**src/tcspwm_pkg.sv**
```systemverilog
// Shared constants of the three-channel sub-cycle pulse width modulator.
// Assumes a 32-bit AXI4-Lite register bus with byte addresses.
package tcspwm_pkg;

    // ------------------------------------------------------------------
    // Geometry
    // ------------------------------------------------------------------
    localparam int TCSPWM_CHANNELS = 3;
    localparam int TCSPWM_PERIOD_CLKS = 256;
    localparam int TCSPWM_FOUR_SUB_CLKS = 64;
    localparam int TCSPWM_TWO_SUB_CLKS = 128;
    localparam int TCSPWM_PIN_BASE = 4;
    localparam logic [7:0] TCSPWM_LAST_COUNT = 8'hff;

    // ------------------------------------------------------------------
    // Register map (byte addresses)
    // ------------------------------------------------------------------
    localparam int TCSPWM_ADDR_W = 8;
    localparam logic [7:0] OFS_DUTY_ZERO = 8'h00;
    localparam logic [7:0] OFS_DUTY_ONE = 8'h04;
    localparam logic [7:0] OFS_DUTY_TWO = 8'h08;
    localparam logic [7:0] OFS_PORT_DIR = 8'h0c;
    localparam logic [7:0] OFS_PORT_LATCH = 8'h10;
    localparam logic [7:0] OFS_PIN_STATUS = 8'h14;

    // Pin status fields
    localparam int STAT_PIN_LSB = 0;
    localparam int STAT_WAVE_LSB = 8;

    // Reset values
    localparam logic [7:0] DUTY_RST = 8'h00;
    localparam logic [7:0] PORT_DIR_RST = 8'hff;
    localparam logic [7:0] PORT_LATCH_RST = 8'h00;

    // Bus responses
    localparam logic [1:0] RESP_OKAY = 2'h0;
    localparam logic [1:0] RESP_SLVERR = 2'h2;

endpackage

```
**src/tcspwm_phase_if.sv**
```systemverilog
// Period phase shared from the period counter to the channels.
// Assumes one clock domain; the source drives, every channel listens.
`timescale 1ns/1ns
`default_nettype none
interface tcspwm_phase_if;
    logic [7:0] count;
    logic period_end;
    modport src (output count, output period_end);
    modport snk (input count, input period_end);
endinterface
`default_nettype wire

```
**src/tcspwm_channel.sv**
```systemverilog
// One modulator channel: holds its duty for a whole period and
// derives the sub-cycle waveform from it.
// Assumes the shared phase from tcspwm_counter.
`timescale 1ns/1ns
`default_nettype none
module tcspwm_channel
    import tcspwm_pkg::*;
#(
    parameter bit FOUR_WAY = 1'b1
)
(
    // Clock and reset
    input wire logic aclk,
    input wire logic aresetn,
    // Period phase
    tcspwm_phase_if.snk ph,
    // Duty from software
    input wire logic [7:0] duty,
    // Waveform
    output logic wave
);
    logic [7:0] duty_act_r;
    logic [7:0] duty_act_nxt;
    logic wave_r;
    logic wave_nxt;
    logic extra;

    always_comb begin
        // Swap only at the period edge so a period never mixes values
        duty_act_nxt = ph.period_end ? duty : duty_act_r;
        if (FOUR_WAY) begin
            // Coarse bits 7..2, extra count bits 1..0, 64-clock sub-cycles
            extra = (ph.count[7:6] < duty_act_r[1:0]);
            wave_nxt = ({1'b0, ph.count[5:0]} <
                        ({1'b0, duty_act_r[7:2]} + {6'h00, extra}));
        end else begin
            // Coarse bits 7..1, extra bit 0, 128-clock sub-cycles
            extra = (ph.count[7] < duty_act_r[0]);
            wave_nxt = ({1'b0, ph.count[6:0]} <
                        ({1'b0, duty_act_r[7:1]} + {7'h00, extra}));
        end
    end

    always_ff @(posedge aclk) begin
        if (!aresetn) begin
            duty_act_r <= DUTY_RST;
            wave_r <= 1'b0;
        end else begin
            duty_act_r <= duty_act_nxt;
            wave_r <= wave_nxt;
        end
    end

    assign wave = wave_r;
endmodule
`default_nettype wire

```
**src/tcspwm_counter.sv**
```systemverilog
// Free-running 256-clock period counter shared by all channels.
// Assumes aclk is the system clock itself, with no prescaler.
`timescale 1ns/1ns
`default_nettype none
module tcspwm_counter
    import tcspwm_pkg::*;
(
    // Clock and reset
    input wire logic aclk,
    input wire logic aresetn,
    // Phase out
    tcspwm_phase_if.src ph
);
    logic [7:0] cnt_r;
    logic [7:0] cnt_nxt;

    always_comb begin
        cnt_nxt = cnt_r + 8'h01;
    end

    always_ff @(posedge aclk) begin
        if (!aresetn) begin
            cnt_r <= 8'h00;
        end else begin
            cnt_r <= cnt_nxt;
        end
    end

    assign ph.count = cnt_r;
    assign ph.period_end = (cnt_r == TCSPWM_LAST_COUNT);
endmodule
`default_nettype wire

```
**src/tcspwm_top.sv**
```systemverilog
// Three-channel sub-cycle pulse width modulator with its port A lines
// and an AXI4-Lite register slave.
// Assumes pin inputs synchronous to aclk; the outer wire resolves
// each pin from its output and active-low enable.
//
// How it works
// - Three channels, each with its own 8-bit software-written duty register.
// - The one shared period counter counts straight on the system clock, no prescaler.
// - A full modulation period is 256 system clocks.
// - Four-way mode splits the period into four 64-clock sub-cycles.
// - Four-way mode: bits 7..2 coarse value, bits 1..0 extra count.
// - Four-way: sub-cycle i high coarse+1 clocks if i below extra, else coarse.
// - Two-way mode splits the period into two 128-clock sub-cycles.
// - Two-way mode: bits 7..1 coarse value, bit 0 extra count.
// - Two-way: sub-cycle i high coarse+1 clocks if i below extra, else coarse.
// - Mode and modulator presence are static options, not registers.
// - Hardware derives all sub-cycles from the one duty value.
// - Channels 0, 1, 2 use port A lines 4, 5, 6 and their bits.
// - Waveform reaches a pin only if selected, direction 0, latch 1.
// - Latch bit 0 on a selected channel with direction 0 holds the pin low.
// - Selected channel with direction 1 leaves the pin an ordinary input.
`timescale 1ns/1ns
`default_nettype none
module tcspwm_top
    import tcspwm_pkg::*;
#(
    // Static options: subdivision mode and which channels drive pins
    parameter bit CFG_FOUR_WAY = 1'b1,
    parameter logic [2:0] CFG_PWM_SEL = 3'h7
)
(
    // Clock and reset
    input wire logic aclk,
    input wire logic aresetn,
    // AXI4-Lite write address
    input wire logic awvalid,
    output logic awready,
    input wire logic [7:0] awaddr,
    input wire logic [2:0] awprot,
    // AXI4-Lite write data
    input wire logic wvalid,
    output logic wready,
    input wire logic [31:0] wdata,
    input wire logic [3:0] wstrb,
    // AXI4-Lite write response
    output logic bvalid,
    input wire logic bready,
    output logic [1:0] bresp,
    // AXI4-Lite read address
    input wire logic arvalid,
    output logic arready,
    input wire logic [7:0] araddr,
    input wire logic [2:0] arprot,
    // AXI4-Lite read data
    output logic rvalid,
    input wire logic rready,
    output logic [31:0] rdata,
    output logic [1:0] rresp,
    // Port A lines
    input wire logic [7:0] port_a_in,
    output logic [7:0] port_a_out,
    output logic [7:0] port_a_oe_n
);

    // ------------------------------------------------------------------
    // Modulator core
    // ------------------------------------------------------------------
    logic [7:0] duty_r [TCSPWM_CHANNELS];
    logic [7:0] duty_nxt [TCSPWM_CHANNELS];
    logic [TCSPWM_CHANNELS-1:0] wave;

    tcspwm_phase_if phase ();

    tcspwm_counter u_counter (
        .aclk(aclk),
        .aresetn(aresetn),
        .ph(phase)
    );

    // One channel per duty register
    for (genvar ch = 0; ch < TCSPWM_CHANNELS; ch++) begin : g_chan
        tcspwm_channel #(
            .FOUR_WAY(CFG_FOUR_WAY)
        ) u_chan (
            .aclk(aclk),
            .aresetn(aresetn),
            .ph(phase),
            .duty(duty_r[ch]),
            .wave(wave[ch])
        );
    end

    // ------------------------------------------------------------------
    // Write channel and register file
    // ------------------------------------------------------------------
    logic aw_have_r;
    logic aw_have_nxt;
    logic [7:0] aw_addr_r;
    logic [7:0] aw_addr_nxt;
    logic w_have_r;
    logic w_have_nxt;
    logic [31:0] w_data_r;
    logic [31:0] w_data_nxt;
    logic [3:0] w_strb_r;
    logic [3:0] w_strb_nxt;
    logic awready_r;
    logic awready_nxt;
    logic wready_r;
    logic wready_nxt;
    logic bvalid_r;
    logic bvalid_nxt;
    logic [1:0] bresp_r;
    logic [1:0] bresp_nxt;
    logic [7:0] dir_r;
    logic [7:0] dir_nxt;
    logic [7:0] latch_r;
    logic [7:0] latch_nxt;
    logic do_write;

    always_comb begin
        aw_have_nxt = aw_have_r;
        aw_addr_nxt = aw_addr_r;
        w_have_nxt = w_have_r;
        w_data_nxt = w_data_r;
        w_strb_nxt = w_strb_r;
        bvalid_nxt = bvalid_r;
        bresp_nxt = bresp_r;
        dir_nxt = dir_r;
        latch_nxt = latch_r;
        duty_nxt = duty_r;
        // Address and data are held separately, so either may come first
        if (awvalid && awready_r) begin
            aw_have_nxt = 1'b1;
            aw_addr_nxt = awaddr;
        end
        if (wvalid && wready_r) begin
            w_have_nxt = 1'b1;
            w_data_nxt = wdata;
            w_strb_nxt = wstrb;
        end
        do_write = aw_have_r && w_have_r && !bvalid_r;
        if (do_write) begin
            aw_have_nxt = 1'b0;
            w_have_nxt = 1'b0;
            bvalid_nxt = 1'b1;
            bresp_nxt = RESP_OKAY;
            unique case (aw_addr_r)
                OFS_DUTY_ZERO: begin
                    if (w_strb_r[0]) duty_nxt[0] = w_data_r[7:0];
                end
                OFS_DUTY_ONE: begin
                    if (w_strb_r[0]) duty_nxt[1] = w_data_r[7:0];
                end
                OFS_DUTY_TWO: begin
                    if (w_strb_r[0]) duty_nxt[2] = w_data_r[7:0];
                end
                OFS_PORT_DIR: begin
                    if (w_strb_r[0]) dir_nxt = w_data_r[7:0];
                end
                OFS_PORT_LATCH: begin
                    if (w_strb_r[0]) latch_nxt = w_data_r[7:0];
                end
                OFS_PIN_STATUS: begin
                    // Read-only; write is accepted and dropped
                end
                default: begin
                    bresp_nxt = RESP_SLVERR;
                end
            endcase
        end
        if (bvalid_r && bready) begin
            bvalid_nxt = 1'b0;
        end
        // No new beat is taken while one is held or a response waits
        awready_nxt = !aw_have_nxt && !bvalid_nxt;
        wready_nxt = !w_have_nxt && !bvalid_nxt;
    end

    always_ff @(posedge aclk) begin
        if (!aresetn) begin
            aw_have_r <= 1'b0;
            aw_addr_r <= 8'h00;
            w_have_r <= 1'b0;
            w_data_r <= 32'h00000000;
            w_strb_r <= 4'h0;
            awready_r <= 1'b0;
            wready_r <= 1'b0;
            bvalid_r <= 1'b0;
            bresp_r <= RESP_OKAY;
            dir_r <= PORT_DIR_RST;
            latch_r <= PORT_LATCH_RST;
            for (int ch = 0; ch < TCSPWM_CHANNELS; ch++) begin
                duty_r[ch] <= DUTY_RST;
            end
        end else begin
            aw_have_r <= aw_have_nxt;
            aw_addr_r <= aw_addr_nxt;
            w_have_r <= w_have_nxt;
            w_data_r <= w_data_nxt;
            w_strb_r <= w_strb_nxt;
            awready_r <= awready_nxt;
            wready_r <= wready_nxt;
            bvalid_r <= bvalid_nxt;
            bresp_r <= bresp_nxt;
            dir_r <= dir_nxt;
            latch_r <= latch_nxt;
            duty_r <= duty_nxt;
        end
    end

    // ------------------------------------------------------------------
    // Read channel
    // ------------------------------------------------------------------
    logic arready_r;
    logic arready_nxt;
    logic rvalid_r;
    logic rvalid_nxt;
    logic [31:0] rdata_r;
    logic [31:0] rdata_nxt;
    logic [1:0] rresp_r;
    logic [1:0] rresp_nxt;
    logic [7:0] pin_level_r;
    logic [31:0] status_word;

    always_comb begin
        status_word = 32'h00000000;
        status_word[STAT_PIN_LSB +: 8] = pin_level_r;
        status_word[STAT_WAVE_LSB +: TCSPWM_CHANNELS] = wave;
        rvalid_nxt = rvalid_r;
        rdata_nxt = rdata_r;
        rresp_nxt = rresp_r;
        if (rvalid_r && rready) begin
            rvalid_nxt = 1'b0;
        end
        if (arvalid && arready_r) begin
            rvalid_nxt = 1'b1;
            rresp_nxt = RESP_OKAY;
            rdata_nxt = 32'h00000000;
            unique case (araddr)
                OFS_DUTY_ZERO: rdata_nxt[7:0] = duty_r[0];
                OFS_DUTY_ONE: rdata_nxt[7:0] = duty_r[1];
                OFS_DUTY_TWO: rdata_nxt[7:0] = duty_r[2];
                OFS_PORT_DIR: rdata_nxt[7:0] = dir_r;
                OFS_PORT_LATCH: rdata_nxt[7:0] = latch_r;
                OFS_PIN_STATUS: rdata_nxt = status_word;
                default: rresp_nxt = RESP_SLVERR;
            endcase
        end
        // One read in flight; the next address waits for the data beat
        arready_nxt = !rvalid_nxt;
    end

    always_ff @(posedge aclk) begin
        if (!aresetn) begin
            arready_r <= 1'b0;
            rvalid_r <= 1'b0;
            rdata_r <= 32'h00000000;
            rresp_r <= RESP_OKAY;
            pin_level_r <= 8'h00;
        end else begin
            arready_r <= arready_nxt;
            rvalid_r <= rvalid_nxt;
            rdata_r <= rdata_nxt;
            rresp_r <= rresp_nxt;
            pin_level_r <= port_a_in;
        end
    end

    // ------------------------------------------------------------------
    // Port A pin drivers
    // ------------------------------------------------------------------
    logic [7:0] pin_out_r;
    logic [7:0] pin_out_nxt;
    logic [7:0] pin_oe_n_r;
    logic [7:0] pin_oe_n_nxt;

    always_comb begin
        // Plain I/O: latch drives the line, direction 1 is an input
        pin_out_nxt = latch_r;
        pin_oe_n_nxt = dir_r;
        for (int ch = 0; ch < TCSPWM_CHANNELS; ch++) begin
            if (CFG_PWM_SEL[ch]) begin
                // Latch bit gates the waveform; a cleared bit forces low
                pin_out_nxt[TCSPWM_PIN_BASE + ch] =
                    latch_r[TCSPWM_PIN_BASE + ch] && wave[ch];
                // Direction 1 releases the pin as an ordinary input
                pin_oe_n_nxt[TCSPWM_PIN_BASE + ch] =
                    dir_r[TCSPWM_PIN_BASE + ch];
            end
        end
    end

    always_ff @(posedge aclk) begin
        if (!aresetn) begin
            pin_out_r <= 8'h00;
            pin_oe_n_r <= 8'hff;
        end else begin
            pin_out_r <= pin_out_nxt;
            pin_oe_n_r <= pin_oe_n_nxt;
        end
    end

    // ------------------------------------------------------------------
    // Outputs
    // ------------------------------------------------------------------
    assign awready = awready_r;
    assign wready = wready_r;
    assign bvalid = bvalid_r;
    assign bresp = bresp_r;
    assign arready = arready_r;
    assign rvalid = rvalid_r;
    assign rdata = rdata_r;
    assign rresp = rresp_r;
    assign port_a_out = pin_out_r;
    assign port_a_oe_n = pin_oe_n_r;

endmodule
`default_nettype wire
```
**config.mk**
```make
export PLATFORM = sky130hd
export DESIGN_NAME = tcspwm_top
export DESIGN_NICKNAME = d
export VERILOG_FILES = /design/src/tcspwm_pkg.sv /design/src/tcspwm_phase_if.sv /design/src/tcspwm_channel.sv /design/src/tcspwm_counter.sv /design/src/tcspwm_top.sv
export SDC_FILE = /design/constraint.sdc
export NUM_CORES = 1
export LEC_CHECK = 0
export ABC_AREA = 0
export BUFFER_PORTS_ARGS = -buffer_cell sky130_fd_sc_hd__buf_2
export CAP_MARGIN = 10
export CORE_MARGIN = 3
export CORE_UTILIZATION = 50
export DETAILED_ROUTE_END_ITERATION = 10
export GPL_ROUTABILITY_DRIVEN = 0
export PLACE_DENSITY = 0.76
export SLEW_MARGIN = 20
export SYNTH_ARGS = -nofsm -noshare
export SYNTH_HDL_FRONTEND = slang
export SYNTH_SLANG_ARGS = --single-unit
```
**constraint.sdc**
```tcl
create_clock -name aclk -period 2.75 [get_ports aclk]
set_input_delay 0.1375 -clock aclk [delete_from_list [all_inputs] [get_ports aclk]]
set_output_delay 0.1375 -clock aclk [all_outputs]
set_load 0.01 [all_outputs]
```
-- Word level (Yosys, flattened, before mapping)
Cells that the tools add are included.
- latch bits: 0
- bits in read-only memories: 0
- memories: 0
- register bits: 159
- bits in writable memories: 0
- bits of input ports: 73
- reductions and logical operators: 26
- div/mod/pow operators: 0
- multiplexer cells: 12
- bitwise operators: 0
- $lt $le $gt $ge: 6
- equality and inequality tests: 11
- $mul: 0
- $add $sub $neg: 4
- shift operators: 0
- operator list (cell ; number):
    $pmux W8 S6 ; 1
    $eq A8 B4 Y1 const B ; 4
    $eq A8 B5 Y1 const B ; 4
    $add A6 B1 Y7 ; 3
    $lt A6 B7 Y1 ; 3
    $eq A8 B3 Y1 const B ; 2
    $logic_not A8 Y1 ; 2
    $reduce_and A3 Y1 ; 5
    $logic_and A1 B1 Y1 ; 12
    $reduce_or A6 Y1 ; 2
    $add A8 B1 Y8 const B ; 1
    $eq A8 B8 Y1 const B ; 1
    $mux W1 ; 8
    $lt A2 B2 Y1 ; 3
    $logic_not A1 Y1 ; 5
    $mux W2 ; 2
    $mux W3 ; 1

-- Depth between registers and ports, before layout
Gate-level depths: netlist of the first run.
- depth after elaboration: 6
- mapped depth: 11

-- Hierarchy
Synthesis of the first run repeated with hierarchy kept, for this count alone.
- cells, all modules: 632
- area, all modules: 6193.4 um2
- by module, submodules not included (module ; cells each ; times used ; seq. area each (um2) ; area each (um2)):
    tcspwm_top ; 418 ; 1 ; 2021.9 ; 4127.7
    tcspwm_channel ; 60 ; 3 ; 180.2 ; 580.6
    tcspwm_counter ; 34 ; 1 ; 160.2 ; 324.1

-- Worst setup path before layout of the first run
OpenSTA, ideal clock, no wires.
- path type: register to register
- start point: register u_counter.cnt_r[7] (netlist: u_counter.ph.count[7])
- end point: register g_chan[1].u_chan.wave_r
- arrival: 2103 ps
- stages on the path, launching flop included: 11
- data required time: 2692 ps
- setup time: 58 ps
- clock period less this slack: 2161 ps
- setup slack: 589 ps
- path through: dfxtp_1 > ha_1 > a21oi_1 > ha_1 > ha_1 > nand3_1 > xor2_1 > ha_1 > a21o_1 > a31oi_1 > o211a_1
- word-level cells in the longest chain between the ends: 3
- RTL lines (element ; RTL line ; RTL):
    start: declaration ; tcspwm_counter.sv:14 ; logic [7:0] cnt_r;
    start signal: assignment ; tcspwm_counter.sv:25 ; cnt_r <= cnt_nxt;
    $lt A2 B2 Y1 ; tcspwm_channel.sv:33 ; extra = (ph.count[7:6] < duty_act_r[1:0]);
    $add A6 B1 Y7 ; tcspwm_channel.sv:35 ; ({1'b0, duty_act_r[7:2]} + {6'h00, extra}));
    $lt A6 B7 Y1 ; tcspwm_channel.sv:34 ; wave_nxt = ({1'b0, ph.count[5:0]} <
    end signal: assignment ; tcspwm_channel.sv:50 ; wave_r <= wave_nxt;
    end: declaration ; tcspwm_channel.sv:24 ; logic wave_r;
No other way between the ends.
A chain may end at the register's enable or synchronous reset.

-- Worst setup path after layout of the first run
- start point: register u_counter.cnt_r[7] (netlist: u_counter.ph.count[7])
- end point: register g_chan[0].u_chan.wave_r
- word-level cells in the longest chain between the ends: 3
- RTL lines (element ; RTL line):
    $lt A2 B2 Y1 ; tcspwm_channel.sv:33
    $add A6 B1 Y7 ; tcspwm_channel.sv:35
    $lt A6 B7 Y1 ; tcspwm_channel.sv:34
    end signal: assignment ; tcspwm_channel.sv:50
    end: declaration ; tcspwm_channel.sv:24
No other way between the ends.

==> results.py, run 1 <==
metrics = {
    "routing": {
        "dr.first_iter.drc_count": 250,
        "drc": 0,
        "routed_wl_um": 14070,
        "vias_per_cell": 5.293,
        "wire_per_inst_um": 15.87,
        "vias": 4695,
        "ant_nets": 0,
        "dr.pass1.iters": 4,
    },
    "floorplanning": {
        "die_area_um2": 13610,
        "core_um2": 11710,
        "die_h_um": 116.7,
        "top_level_ports": 130,
        "row_count": 39,
        "initial_core_util": 0.5230,
        "die_w_um": 116.7,
    },
    "cts": {
        "cts-root-buf": "clkbuf_16",
        "numClockSinks": 136,
        "clk_latency_ns": 0.41,
        "cts_made_buffers": 17,
        "cts_tree": "yes",
        "clk_path_buf_depth": 2,
        "cts_resized": 0,
        "htree_levels": 4,
        "clk_pin_slew_ns": 0.06,
    },
    "place": {
        "dp_worst_setup_slack_ns": 0.3604,
        "dp_hpwl_um": 9559,
        "port_buffers": 73,
        "placed_area_um2": 6495,
    },
    "grt": {
        "met1_usage": 0.2526,
        "grt_pass1_vias": 4687,
        "grt_pass1_wl_um": 22540,
        "grt_overflow": 0,
        "met2_usage": 0.3753,
        "busiest_layer": "met2",
        "grt_usage": 0.2115,
        "antenna_found_initial": 0,
        "gr-usage-met3": 0.05130,
        "grt_max_degree": 88,
    },
    "timing": {
        "tightest_slew_ns": 0.7499,
        "slew_viol_final": 0,
        "final.setup_skew_ns": 0.008958,
        "clock.fmax_ghz": 0.4049,
        "fin_ws_ns": 0.2799,
        "hold_viol": 0,
        "rsz0062_at_grt": "no",
        "fin_crit_sh": 0.8982,
        "tns_ns": 0,
        "slew_headroom": 0.5001,
        "setup_viol": 0,
        "layout_min_cycle_time_ns": 2.470,
        "whs_ns": 0.009362,
    },
    "flow_run": {
        "cap_violations": 0,
    },
    "critical_path": {
        "slowest_stage": "dfxtp_1",
        "path_class": "flop to flop",
        "cp-end-kind": "flop",
        "start_kind": "flop",
        "worstPathCellList": "ha_1 > a21oi_1 > ha_1 > ha_1 > xnor2_1 > ha_1 > a21o_1 > a31oi_1 > o21ai_0 > a21oi_1",
        "crit_arrival_ns": 2.81,
        "crit_fanout": 6,
        "rrSetupSlack_ns": 0.28,
        "max_stage_delay_ns": 0.43,
        "critPathTopFamily": "adder cells",
        "critPathRequiredTime_ns": 3.09,
        "crit_buf_inv": 0,
        "path_common_cell": "ha_1",
    },
    "synth": {
        "synth_cell_types": 41,
        "synth_edf_count": 0,
        "seq_area_frac_synth": 0.4445,
        "ys_seq_elements": 136,
        "yosys.cell_count.top_type": "dfxtp_1",
        "synthArstFlopShare": 0,
        "synthTopCellsByCount": "dfxtp_1, nand2_1, mux2i_1",
        "syn_area_um2": 6125,
        "synth.top_cell.area_share": 0.4445,
        "synth_top_area_cell": "dfxtp_1",
        "ys_top_cells_by_area": "dfxtp_1, mux2i_1, nand2_1",
        "ys_dominant_reg_cell": "dfxtp_1",
        "yosys_warnings": 0,
        "syn_inst": 642,
        "syn_avg_cell_area_um2": 9.540,
    },
    "final_layout": {
        "syn2layout_area_growth_pct": 20.57,
        "fill_cells": 911,
        "nets": 832,
        "stdcell_area_um2": 7385,
        "antenna_cells": 0,
        "drive_gt1_frac": 0.1828,
    },
    "min_path": {
        "hold_path_class": "input port to flop",
    },
    "pwr": {
        "powerDensity_nw_per_um2": 660.0,
        "power_w": 0.004874,
        "p_leak_nw": 3.161,
        "peakVddDrop_mv": 0.5333,
    },
    "run_status": {
        "status": "complete, no violations",
    },
}
worst register-to-register path, cell delays in order (launching register included):
cell and delay, ns:
dfxtp_1 0.43, ha_1 0.27, a21oi_1 0.26, ha_1 0.21, ha_1 0.21, xnor2_1 0.14, ha_1 0.26, a21o_1 0.19
a31oi_1 0.17, o21ai_0 0.14, a21oi_1 0.13
cell families after synthesis:
| group | Yosys count | share of synthesized area |
|---|---|---|
| AOI/OAI and AO/OA | 96 | 0.09724 |
| xor gates and xnor gates | 16 | 0.02288 |
| adders and majority gates | 28 | 0.05720 |
| buffers and inverters | 74 | 0.06313 |
| DFF | 136 | 0.4445 |
| muxes | 67 | 0.1275 |
| other | 1 | 0.0006123 |
| and+or+nand+nor | 224 | 0.1869 |
registers in the layout (all words and copies together) (netlist names), 3 cells and up:
signal,flops
dir_r,8
u_counter.ph.count,8
pin_level_r,8
latch_r,8
aw_addr_r,8
port_a_oe_n,8
g_chan.u_chan.duty_act_r,24
g_chan.u_chan.wave,3
rdata,11
w_data_r,8
duty_r,24
port_a_out,8
area by class of cell:
class,count,area [um2],share of cell area
Clock buffer,21,460.4,0.06235
Clock inverter,11,219.0,0.02965
Inverter,22,82.58,0.01118
Multi-Input combinational cell,454,3098,0.4195
Sequential cell,136,2723,0.3687
Tap cell,143,178.9,0.02423
Timing Repair Buffer,100,623.1,0.08438
through the flow:
| stage | cells | utilization |
|---|---|---|
| after floorplan | 664 | - |
| final | 887 | 0.6306 |
| after detailed placement | 834 | 0.5546 |
| after global placement | 834 | 0.5546 |
| after CTS | 887 | 0.6306 |
| after global routing | 887 | 0.6306 |
placed cells by master, fill, tap and decap left out, types with 21 or more instances in the layout:
master	Yosys	final
a21boi_0	37	37
buf_2	6	72
conb_1	1	23
dfxtp_1	136	136
dlygate4sd3_1	0	21
ha_1	28	28
inv_1	22	22
mux2i_1	51	51
nand2_1	102	102
o21ai_0	32	32
where the power goes:
group          leakage [nW]  internal [W]  switching (W)
clock                 0.327       0.00175       0.000831
combinational          1.73      0.000118       0.000135
sequential             1.10       0.00201      0.0000319
metal layers:
metal / part of all wire / wire, um / up-vias
met4: 0.018 / 250 / 0
met2: 0.51 / 7222 / 135
met3: 0.050 / 703 / 20
met5: 0 / 0 / -
met1: 0.42 / 5897 / 2227
li1: - / - / 2313
path summary, 6_finish.rpt:
check	endpoint	depth (start not counted)	start
max	g_chan[0].u_chan.wave$_SDFF_PN0_	10	u_counter.ph.count[7]$_SDFF_PN0_
max reg2reg	g_chan[0].u_chan.wave$_SDFF_PN0_	10	u_counter.ph.count[7]$_SDFF_PN0_
min	w_data_r[0]$_SDFFE_PN0P_	3	wdata[0]
min reg2reg	rdata[8]$_SDFFE_PN0P_	2	rdata[8]$_SDFFE_PN0P_
timing repair:
action                     4_1_cts  5_1_grt
setup endpoints to repair        0        0
hold buffers                    21        0
hold endpoints to repair        21        0
setup buffers                    0        0
Power figures use the tool's default switching activity.
==> run 2: changes to the inputs <==
--- a/config.mk
+++ b/config.mk
@@ -8,11 +8,14 @@
 export ABC_AREA = 0
 export BUFFER_PORTS_ARGS = -buffer_cell sky130_fd_sc_hd__buf_2
 export CAP_MARGIN = 10
+export CELL_PAD_IN_SITES_DETAIL_PLACEMENT = 0
+export CELL_PAD_IN_SITES_GLOBAL_PLACEMENT = 2
 export CORE_MARGIN = 3
-export CORE_UTILIZATION = 50
+export CORE_UTILIZATION = 33
 export DETAILED_ROUTE_END_ITERATION = 10
 export GPL_ROUTABILITY_DRIVEN = 0
-export PLACE_DENSITY = 0.76
+export PLACE_DENSITY = 0.81
+export SETUP_SLACK_MARGIN = 0.5
 export SLEW_MARGIN = 20
 export SYNTH_ARGS = -nofsm -noshare
 export SYNTH_HDL_FRONTEND = slang
==> results.py, run 2 (synthesized netlist as in run 1, its figures left out) <==
metrics = {
    "run_status": {
        "status": "complete, no violations",
    },
    "pwr": {
        "p_leak_nw": 3.213,
        "p_sw_w": 0.001058,
        "clkPwrFrac": 0.530,
        "peakVddDrop_mv": 0.4469,
        "p_comb_frac": 0.054,
        "p_int_w": 0.003842,
        "sw_frac_of_total": 0.2158,
        "powerDensity_nw_per_um2": 631.2,
        "power_w": 0.004900,
        "seqPwrFrac": 0.415,
    },
    "critical_path": {
        "worstPathCellList": "ha_4 > a21oi_4 > ha_2 > ha_4 > xnor2_2 > ha_1 > a21o_1 > a31oi_2 > o21ai_2 > a21oi_2",
        "start_kind": "flop",
        "critPathRequiredTime_ns": 3.09,
        "path_common_cell": "ha_4",
        "slowest_stage": "dfxtp_4",
        "rrSetupSlack_ns": 0.58,
        "crit_fanout": 6,
        "r2r_start": "u_counter.ph.count[7]$_SDFF_PN0_",
        "r2r-end": "g_chan[2].u_chan.wave$_SDFF_PN0_",
        "cp-end-kind": "flop",
        "r2r_cells": 10,
        "max_stage_delay_ns": 0.38,
        "path_class": "flop to flop",
        "crit_arrival_ns": 2.51,
    },
    "routing": {
        "wl_met1_um": 6534,
        "wire_per_inst_um": 14.81,
        "ant_nets": 0,
        "dr_wl_met2_um": 7278,
        "vias_per_cell": 4.746,
        "drc": 0,
        "highest_layer": "met4",
        "dr.first_iter.drc_count": 154,
        "dr_wl_met3_um": 598,
        "routed_wl_um": 14610,
        "dr.pass1.iters": 4,
        "vias": 4680,
    },
    "timing": {
        "layout_min_cycle_time_ns": 2.170,
        "final.setup_skew_ns": 0.007139,
        "slew_viol_final": 0,
        "tns_ns": 0,
        "setup_viol": 0,
        "hold_viol": 0,
        "rsz0062_at_grt": "yes",
        "fin_crit_sh": 0.7892,
        "slew_headroom": 0.5486,
        "clock.fmax_ghz": 0.4607,
        "fin_ws_ns": 0.5796,
        "tightest_slew_ns": 0.6742,
    },
    "floorplanning": {
        "initial_core_util": 0.3386,
        "top_level_ports": 130,
        "die_area_um2": 20230,
        "core_um2": 18090,
        "die_w_um": 142.2,
        "row_count": 49,
        "die_h_um": 142.2,
    },
    "cts": {
        "cts_tree": "yes",
        "htree_levels": 4,
        "clk_pin_slew_ns": 0.06,
        "cts-root-buf": "clkbuf_16",
        "clk_path_buf_depth": 2,
        "numClockSinks": 136,
        "clk_latency_ns": 0.41,
        "cts_made_buffers": 17,
    },
    "final_layout": {
        "final-instance-count-excl-fill": 986,
        "final_common_cell": "dfxtp_1",
        "antenna_cells": 0,
        "syn2layout_area_growth_pct": 26.74,
        "nets": 845,
        "stdcell_area_um2": 7762,
        "drive_gt1_frac": 0.2259,
        "layout_common_cells": "dfxtp_1, nand2_1, buf_2",
    },
    "min_path": {
        "hold_path_class": "input port to flop",
        "hold_depth": 3,
        "hold_path_startpoint": "wdata[4]",
        "hold_end": "w_data_r[4]$_SDFFE_PN0P_",
    },
    "flow_run": {
        "cap_violations": 0,
    },
    "grt": {
        "grt_pass1_wl_um": 23670,
        "antenna_found_initial": 0,
        "grt_usage": 0.1472,
        "grt_pass1_vias": 4701,
        "grt_max_degree": 64,
        "grt_overflow": 0,
    },
    "place": {
        "dp_hpwl_um": 10360,
        "port_buffers": 73,
        "dp.cells": 922,
        "dp_worst_setup_slack_ns": 0.2845,
        "placed_area_um2": 6618,
    },
}
run 2: cell count changes in the layout (fill, tap and decap cells not counted), sizes merged:
cell / delta
buf: +10
clkbuf: -3
inv: +3
dlygate4sd3: +3
run 2: power groups by stage:
stage | clock network, W | registers [W] | logic (W)
floorplan | 0 | 0.00207 | 0.000186
global placement | 0 | 0.00208 | 0.000229
detailed placement | 0 | 0.00208 | 0.000234
CTS | 0.00264 | 0.00204 | 0.000261
global route | 0.00273 | 0.00204 | 0.000298
finish | 0.00260 | 0.00204 | 0.000266
run 2: final cells by class:
cell class / count / area (um2)
Clock inverter: 14 / 245.2
Timing Repair Buffer: 113 / 728.2
Inverter: 22 / 82.58
Tap cell: 229 / 286.5
Multi-Input combinational cell: 454 / 3261
Clock buffer: 18 / 429.2
Fill cell: 1767 / 10320
Sequential cell: 136 / 2730
run 2: through the flow:
stage	util	hold slack, ns
after CTS	0.4239	0.002349
after global routing	0.4292	0.003904
after global placement	0.3659	0.3474
after floorplan	-	0.2648
final	0.4292	0.01633
after detailed placement	0.3659	0.3465
run 2: worst max-delay path by stage:
| stage | to | slack (ns) | from |
|---|---|---|---|
| after CTS | g_chan[1].u_chan.wave$_SDFF_PN0_ | 0.48 | u_counter.ph.count[7]$_SDFF_PN0_ |
| final | g_chan[2].u_chan.wave$_SDFF_PN0_ | 0.58 | u_counter.ph.count[7]$_SDFF_PN0_ |
| after floorplan | g_chan[1].u_chan.wave$_SDFF_PN0_ | 0.59 | u_counter.ph.count[7]$_SDFF_PN0_ |
| after global placement | g_chan[1].u_chan.wave$_SDFF_PN0_ | 0.34 | u_counter.ph.count[7]$_SDFF_PN0_ |
| after detailed placement | g_chan[1].u_chan.wave$_SDFF_PN0_ | 0.28 | u_counter.ph.count[7]$_SDFF_PN0_ |
| after global routing | g_chan[1].u_chan.wave$_SDFF_PN0_ | 0.45 | u_counter.ph.count[7]$_SDFF_PN0_ |
run 2: routing by layer:
layer,track usage,vias to the layer above
li1,-,2353
met1,0.1791,2225
met2,0.2547,87
met3,0.03562,15
met4,0.05000,0
met5,0,-
run 2: timing repair:
item | CTS | global route
endpoints found under the hold margin | 23 | 1
endpoints found under the setup margin | 3 | 3
gates cloned | 0 | 0
setup buffers | 5 | 3
pin swaps | 10 | 13
hold buffers | 23 | 1
resized for setup | 23 | 11
run 2: critical path: cells and delay by family, from the launching register on:
| kind | cells | cell delay (ns) |
|---|---|---|
| DFF | 1 | 0.38 |
| xor gates and xnor gates | 1 | 0.13 |
| adders and majority gates | 4 | 0.94 |
| AOI/OAI and AO/OA | 5 | 0.65 |
==> run 3: changes to the inputs <==
--- a/config.mk
+++ b/config.mk
@@ -5,16 +5,16 @@
 export SDC_FILE = /design/constraint.sdc
 export NUM_CORES = 1
 export LEC_CHECK = 0
-export ABC_AREA = 0
+export ABC_AREA = 1
 export BUFFER_PORTS_ARGS = -buffer_cell sky130_fd_sc_hd__buf_2
 export CAP_MARGIN = 10
 export CELL_PAD_IN_SITES_DETAIL_PLACEMENT = 0
 export CELL_PAD_IN_SITES_GLOBAL_PLACEMENT = 2
 export CORE_MARGIN = 3
-export CORE_UTILIZATION = 33
+export CORE_UTILIZATION = 28
 export DETAILED_ROUTE_END_ITERATION = 10
 export GPL_ROUTABILITY_DRIVEN = 0
-export PLACE_DENSITY = 0.81
+export PLACE_DENSITY = 0.78
 export SETUP_SLACK_MARGIN = 0.5
 export SLEW_MARGIN = 20
 export SYNTH_ARGS = -nofsm -noshare
==> constraint.sdc (replaced) <==
create_clock -name aclk -period 1.75 [get_ports aclk]
set_input_delay 0.0875 -clock aclk [delete_from_list [all_inputs] [get_ports aclk]]
set_output_delay 0.0875 -clock aclk [all_outputs]
set_load 0.01 [all_outputs]
==> results.py, run 3 <==
metrics = {
    "min_path": {
        "hold_depth": 3,
        "hold_path_class": "input port to flop",
    },
    "timing": {
        "fin_crit_sh": 1.207,
        "setup_viol": 3,
        "rsz0062_at_grt": "yes",
        "hold_viol": 0,
        "clock.fmax_ghz": 0.4735,
        "final.setup_skew_ns": 0.008841,
        "layout_min_cycle_time_ns": 2.112,
        "fin_ws_ns": -0.3621,
        "tns_ns": -1.036,
        "slew_viol_final": 0,
    },
    "final_layout": {
        "final-instance-count-excl-fill": 1230,
        "multiInputGateArea_um2": 3625,
        "final_common_cell": "dfxtp_1",
        "nets": 1043,
        "seq_area_um2": 2744,
        "drive_gt1_frac": 0.3832,
        "antenna_cells": 0,
        "syn2layout_area_growth_pct": 49.90,
        "fill_cells": 2173,
        "layout_common_cells": "dfxtp_1, nor2_1, nand2_1",
    },
    "critical_path": {
        "start_kind": "flop",
        "crit_buf_inv": 1,
        "slowest_stage": "dfxtp_4",
        "path_class": "flop to flop",
        "worstPathCellList": "ha_4 > a21oi_4 > ha_2 > ha_4 > nand3_4 > xor2_1 > ha_1 > nand2_1 > inv_1 > nand3_2 > a21oi_2 > nor3_2",
        "critPathRequiredTime_ns": 2.05,
        "path_common_cell": "ha_4",
        "max_stage_delay_ns": 0.41,
        "crit_arrival_ns": 2.41,
        "r2r_cells": 12,
        "critPathTopFamily": "adder cells",
        "crit_cells": 12,
        "cp-end-kind": "flop",
        "crit_fanout": 5,
    },
    "synth": {
        "synth_edf_count": 0,
        "syn_area_um2": 6096,
        "synthTopCellsByCount": "dfxtp_1, nor2_1, nand2_1",
        "synth.top_cell.area_share": 0.4466,
        "syn_avg_cell_area_um2": 7.815,
        "seq_area_frac_synth": 0.4466,
        "synthArstFlopShare": 0,
        "ys_dominant_reg_cell": "dfxtp_1",
        "ys_top_cells_by_area": "dfxtp_1, nor2_1, a21oi_1",
        "synth_cell_types": 34,
        "syn_inst": 780,
        "synth_top_area_cell": "dfxtp_1",
        "ys_seq_elements": 136,
        "yosys.cell_count.top_type": "dfxtp_1",
        "yosys_warnings": 0,
    },
    "floorplanning": {
        "top_level_ports": 130,
        "core_um2": 21220,
        "die_h_um": 153.6,
        "die_area_um2": 23580,
        "row_count": 53,
        "initial_core_util": 0.2873,
        "die_w_um": 153.6,
    },
    "pwr": {
        "powerDensity_nw_per_um2": 808.1,
        "p_leak_nw": 3.896,
        "peakVddDrop_mv": 0.5803,
        "power_w": 0.007384,
    },
    "grt": {
        "grt_usage": 0.1521,
        "grt_max_degree": 53,
        "grt_overflow": 0,
        "grt_pass1_vias": 5247,
        "antenna_found_initial": 0,
        "grt_pass1_wl_um": 28310,
    },
    "routing": {
        "vias_per_cell": 4.518,
        "dr.first_iter.drc_count": 210,
        "wire_per_inst_um": 14.93,
        "drc": 0,
        "ant_nets": 0,
        "routed_wl_um": 18360,
        "dr.pass1.iters": 5,
        "vias": 5557,
    },
    "run_status": {
        "status": "finished, violations left",
        "violations": "negative setup slack",
    },
    "cts": {
        "cts_tree": "yes",
        "htree_levels": 4,
        "cts-root-buf": "clkbuf_16",
        "numClockSinks": 136,
        "cts_made_buffers": 17,
        "clk_path_buf_depth": 2,
        "clk_latency_ns": 0.42,
        "clk_pin_slew_ns": 0.06,
    },
    "place": {
        "port_buffers": 73,
        "dp.cells": 1128,
        "dp_hpwl_um": 12160,
    },
    "flow_run": {
        "cap_violations": 0,
    },
}
-- run 3: cell types whose count changed after synthesis, moves of 15 or more --
| cell | delta |
|---|---|
| and2_1 | -15 |
| o21ai_1 | +41 |
| nor2b_1 | -17 |
| nor2_1 | +95 |
| a21boi_0 | -37 |
| nand3_1 | +30 |
| inv_1 | +53 |
| a21oi_1 | +54 |
| mux2i_1 | -51 |
| and3_1 | -19 |
| o21ai_0 | +18 |
| nand2b_1 | -15 |
-- run 3: worst paths after layout --
path / from / end / slack, ns
setup / recovery: u_counter.ph.count[7]$_SDFF_PN0_ / g_chan[0].u_chan.wave$_SDFF_PN0_ / -0.36
hold / removal: awvalid / aw_addr_r[2]$_SDFFE_PN0P_ / 0.02
setup reg to reg: u_counter.ph.count[7]$_SDFF_PN0_ / g_chan[0].u_chan.wave$_SDFF_PN0_ / -0.36
hold reg to reg: bresp[1]$_SDFFE_PN0P_ / bresp[1]$_SDFFE_PN0P_ / 0.47
-- run 3: final cells by class --
| cell class | count | share of cell area |
|---|---|---|
| tap | 275 | 0.03766 |
| inverter | 86 | 0.03957 |
| sequential | 136 | 0.3003 |
| clock buffer | 18 | 0.04697 |
| clock inverter | 14 | 0.01397 |
| multi-input combinational | 531 | 0.3967 |
| timing repair buffer | 170 | 0.1649 |
-- run 3: repair_timing --
item / CTS / global route
resized for setup: 140 / 69
endpoints found under the setup margin: 78 / 79
pin swaps: 50 / 53
cloned: 7 / 3
buffers inserted: 21 / 12
endpoints found under the hold margin: 28 / 0
hold buffers: 27 / 0
-- run 3: per-layer routing --
| metal | part of all wire | GRT usage |
|---|---|---|
| met1 | 0.47 | 0.2004 |
| met5 | 0 | 0 |
| met3 | 0.027 | 0.02927 |
| met2 | 0.49 | 0.2542 |
| met4 | 0.015 | 0.04458 |
-- run 3: tightest hold or removal path: cells and delay by family --
family	cells	cell delay (ns)
AOI/OAI and AO/OA	1	0.08
buffers and inverters	1	0.09
and+or+nand+nor	1	0.13
-- run 3: stage by stage --
step | hold WS (ns) | worst slack [ns] | util | instance area [um2]
after global routing | 0.03434 | -0.5268 | 0.4306 | 9138
after detailed placement | 0.2747 | -0.3805 | 0.3302 | 7008
after CTS | 0.01260 | -0.3424 | 0.4099 | 8698
final | 0.02221 | -0.3621 | 0.4306 | 9138
after global placement | 0.2701 | -0.3381 | 0.3302 | 7008
after floorplan | 0.1851 | -0.2407 | - | 6346
-- run 3: where the power goes --
group	total [W]	switching [W]	internal (W)
logic	0.000726	0.000406	0.000320
clock network	0.00340	0.00144	0.00196
registers	0.00326	0.0000789	0.00318
-- run 3: kinds of logic (layout without fill, tap and decap cells) --
| logic type | count (synthesis) | in the layout | synth area share |
|---|---|---|---|
| xor+xnor | 12 | 12 | 0.01724 |
| other cells | 1 | 23 | 0.0006152 |
| fa+ha+maj | 28 | 28 | 0.05747 |
| compound gates | 176 | 176 | 0.1556 |
| simple gates | 290 | 292 | 0.2194 |
| flops | 136 | 136 | 0.4466 |
| buf+inv | 137 | 288 | 0.1030 |
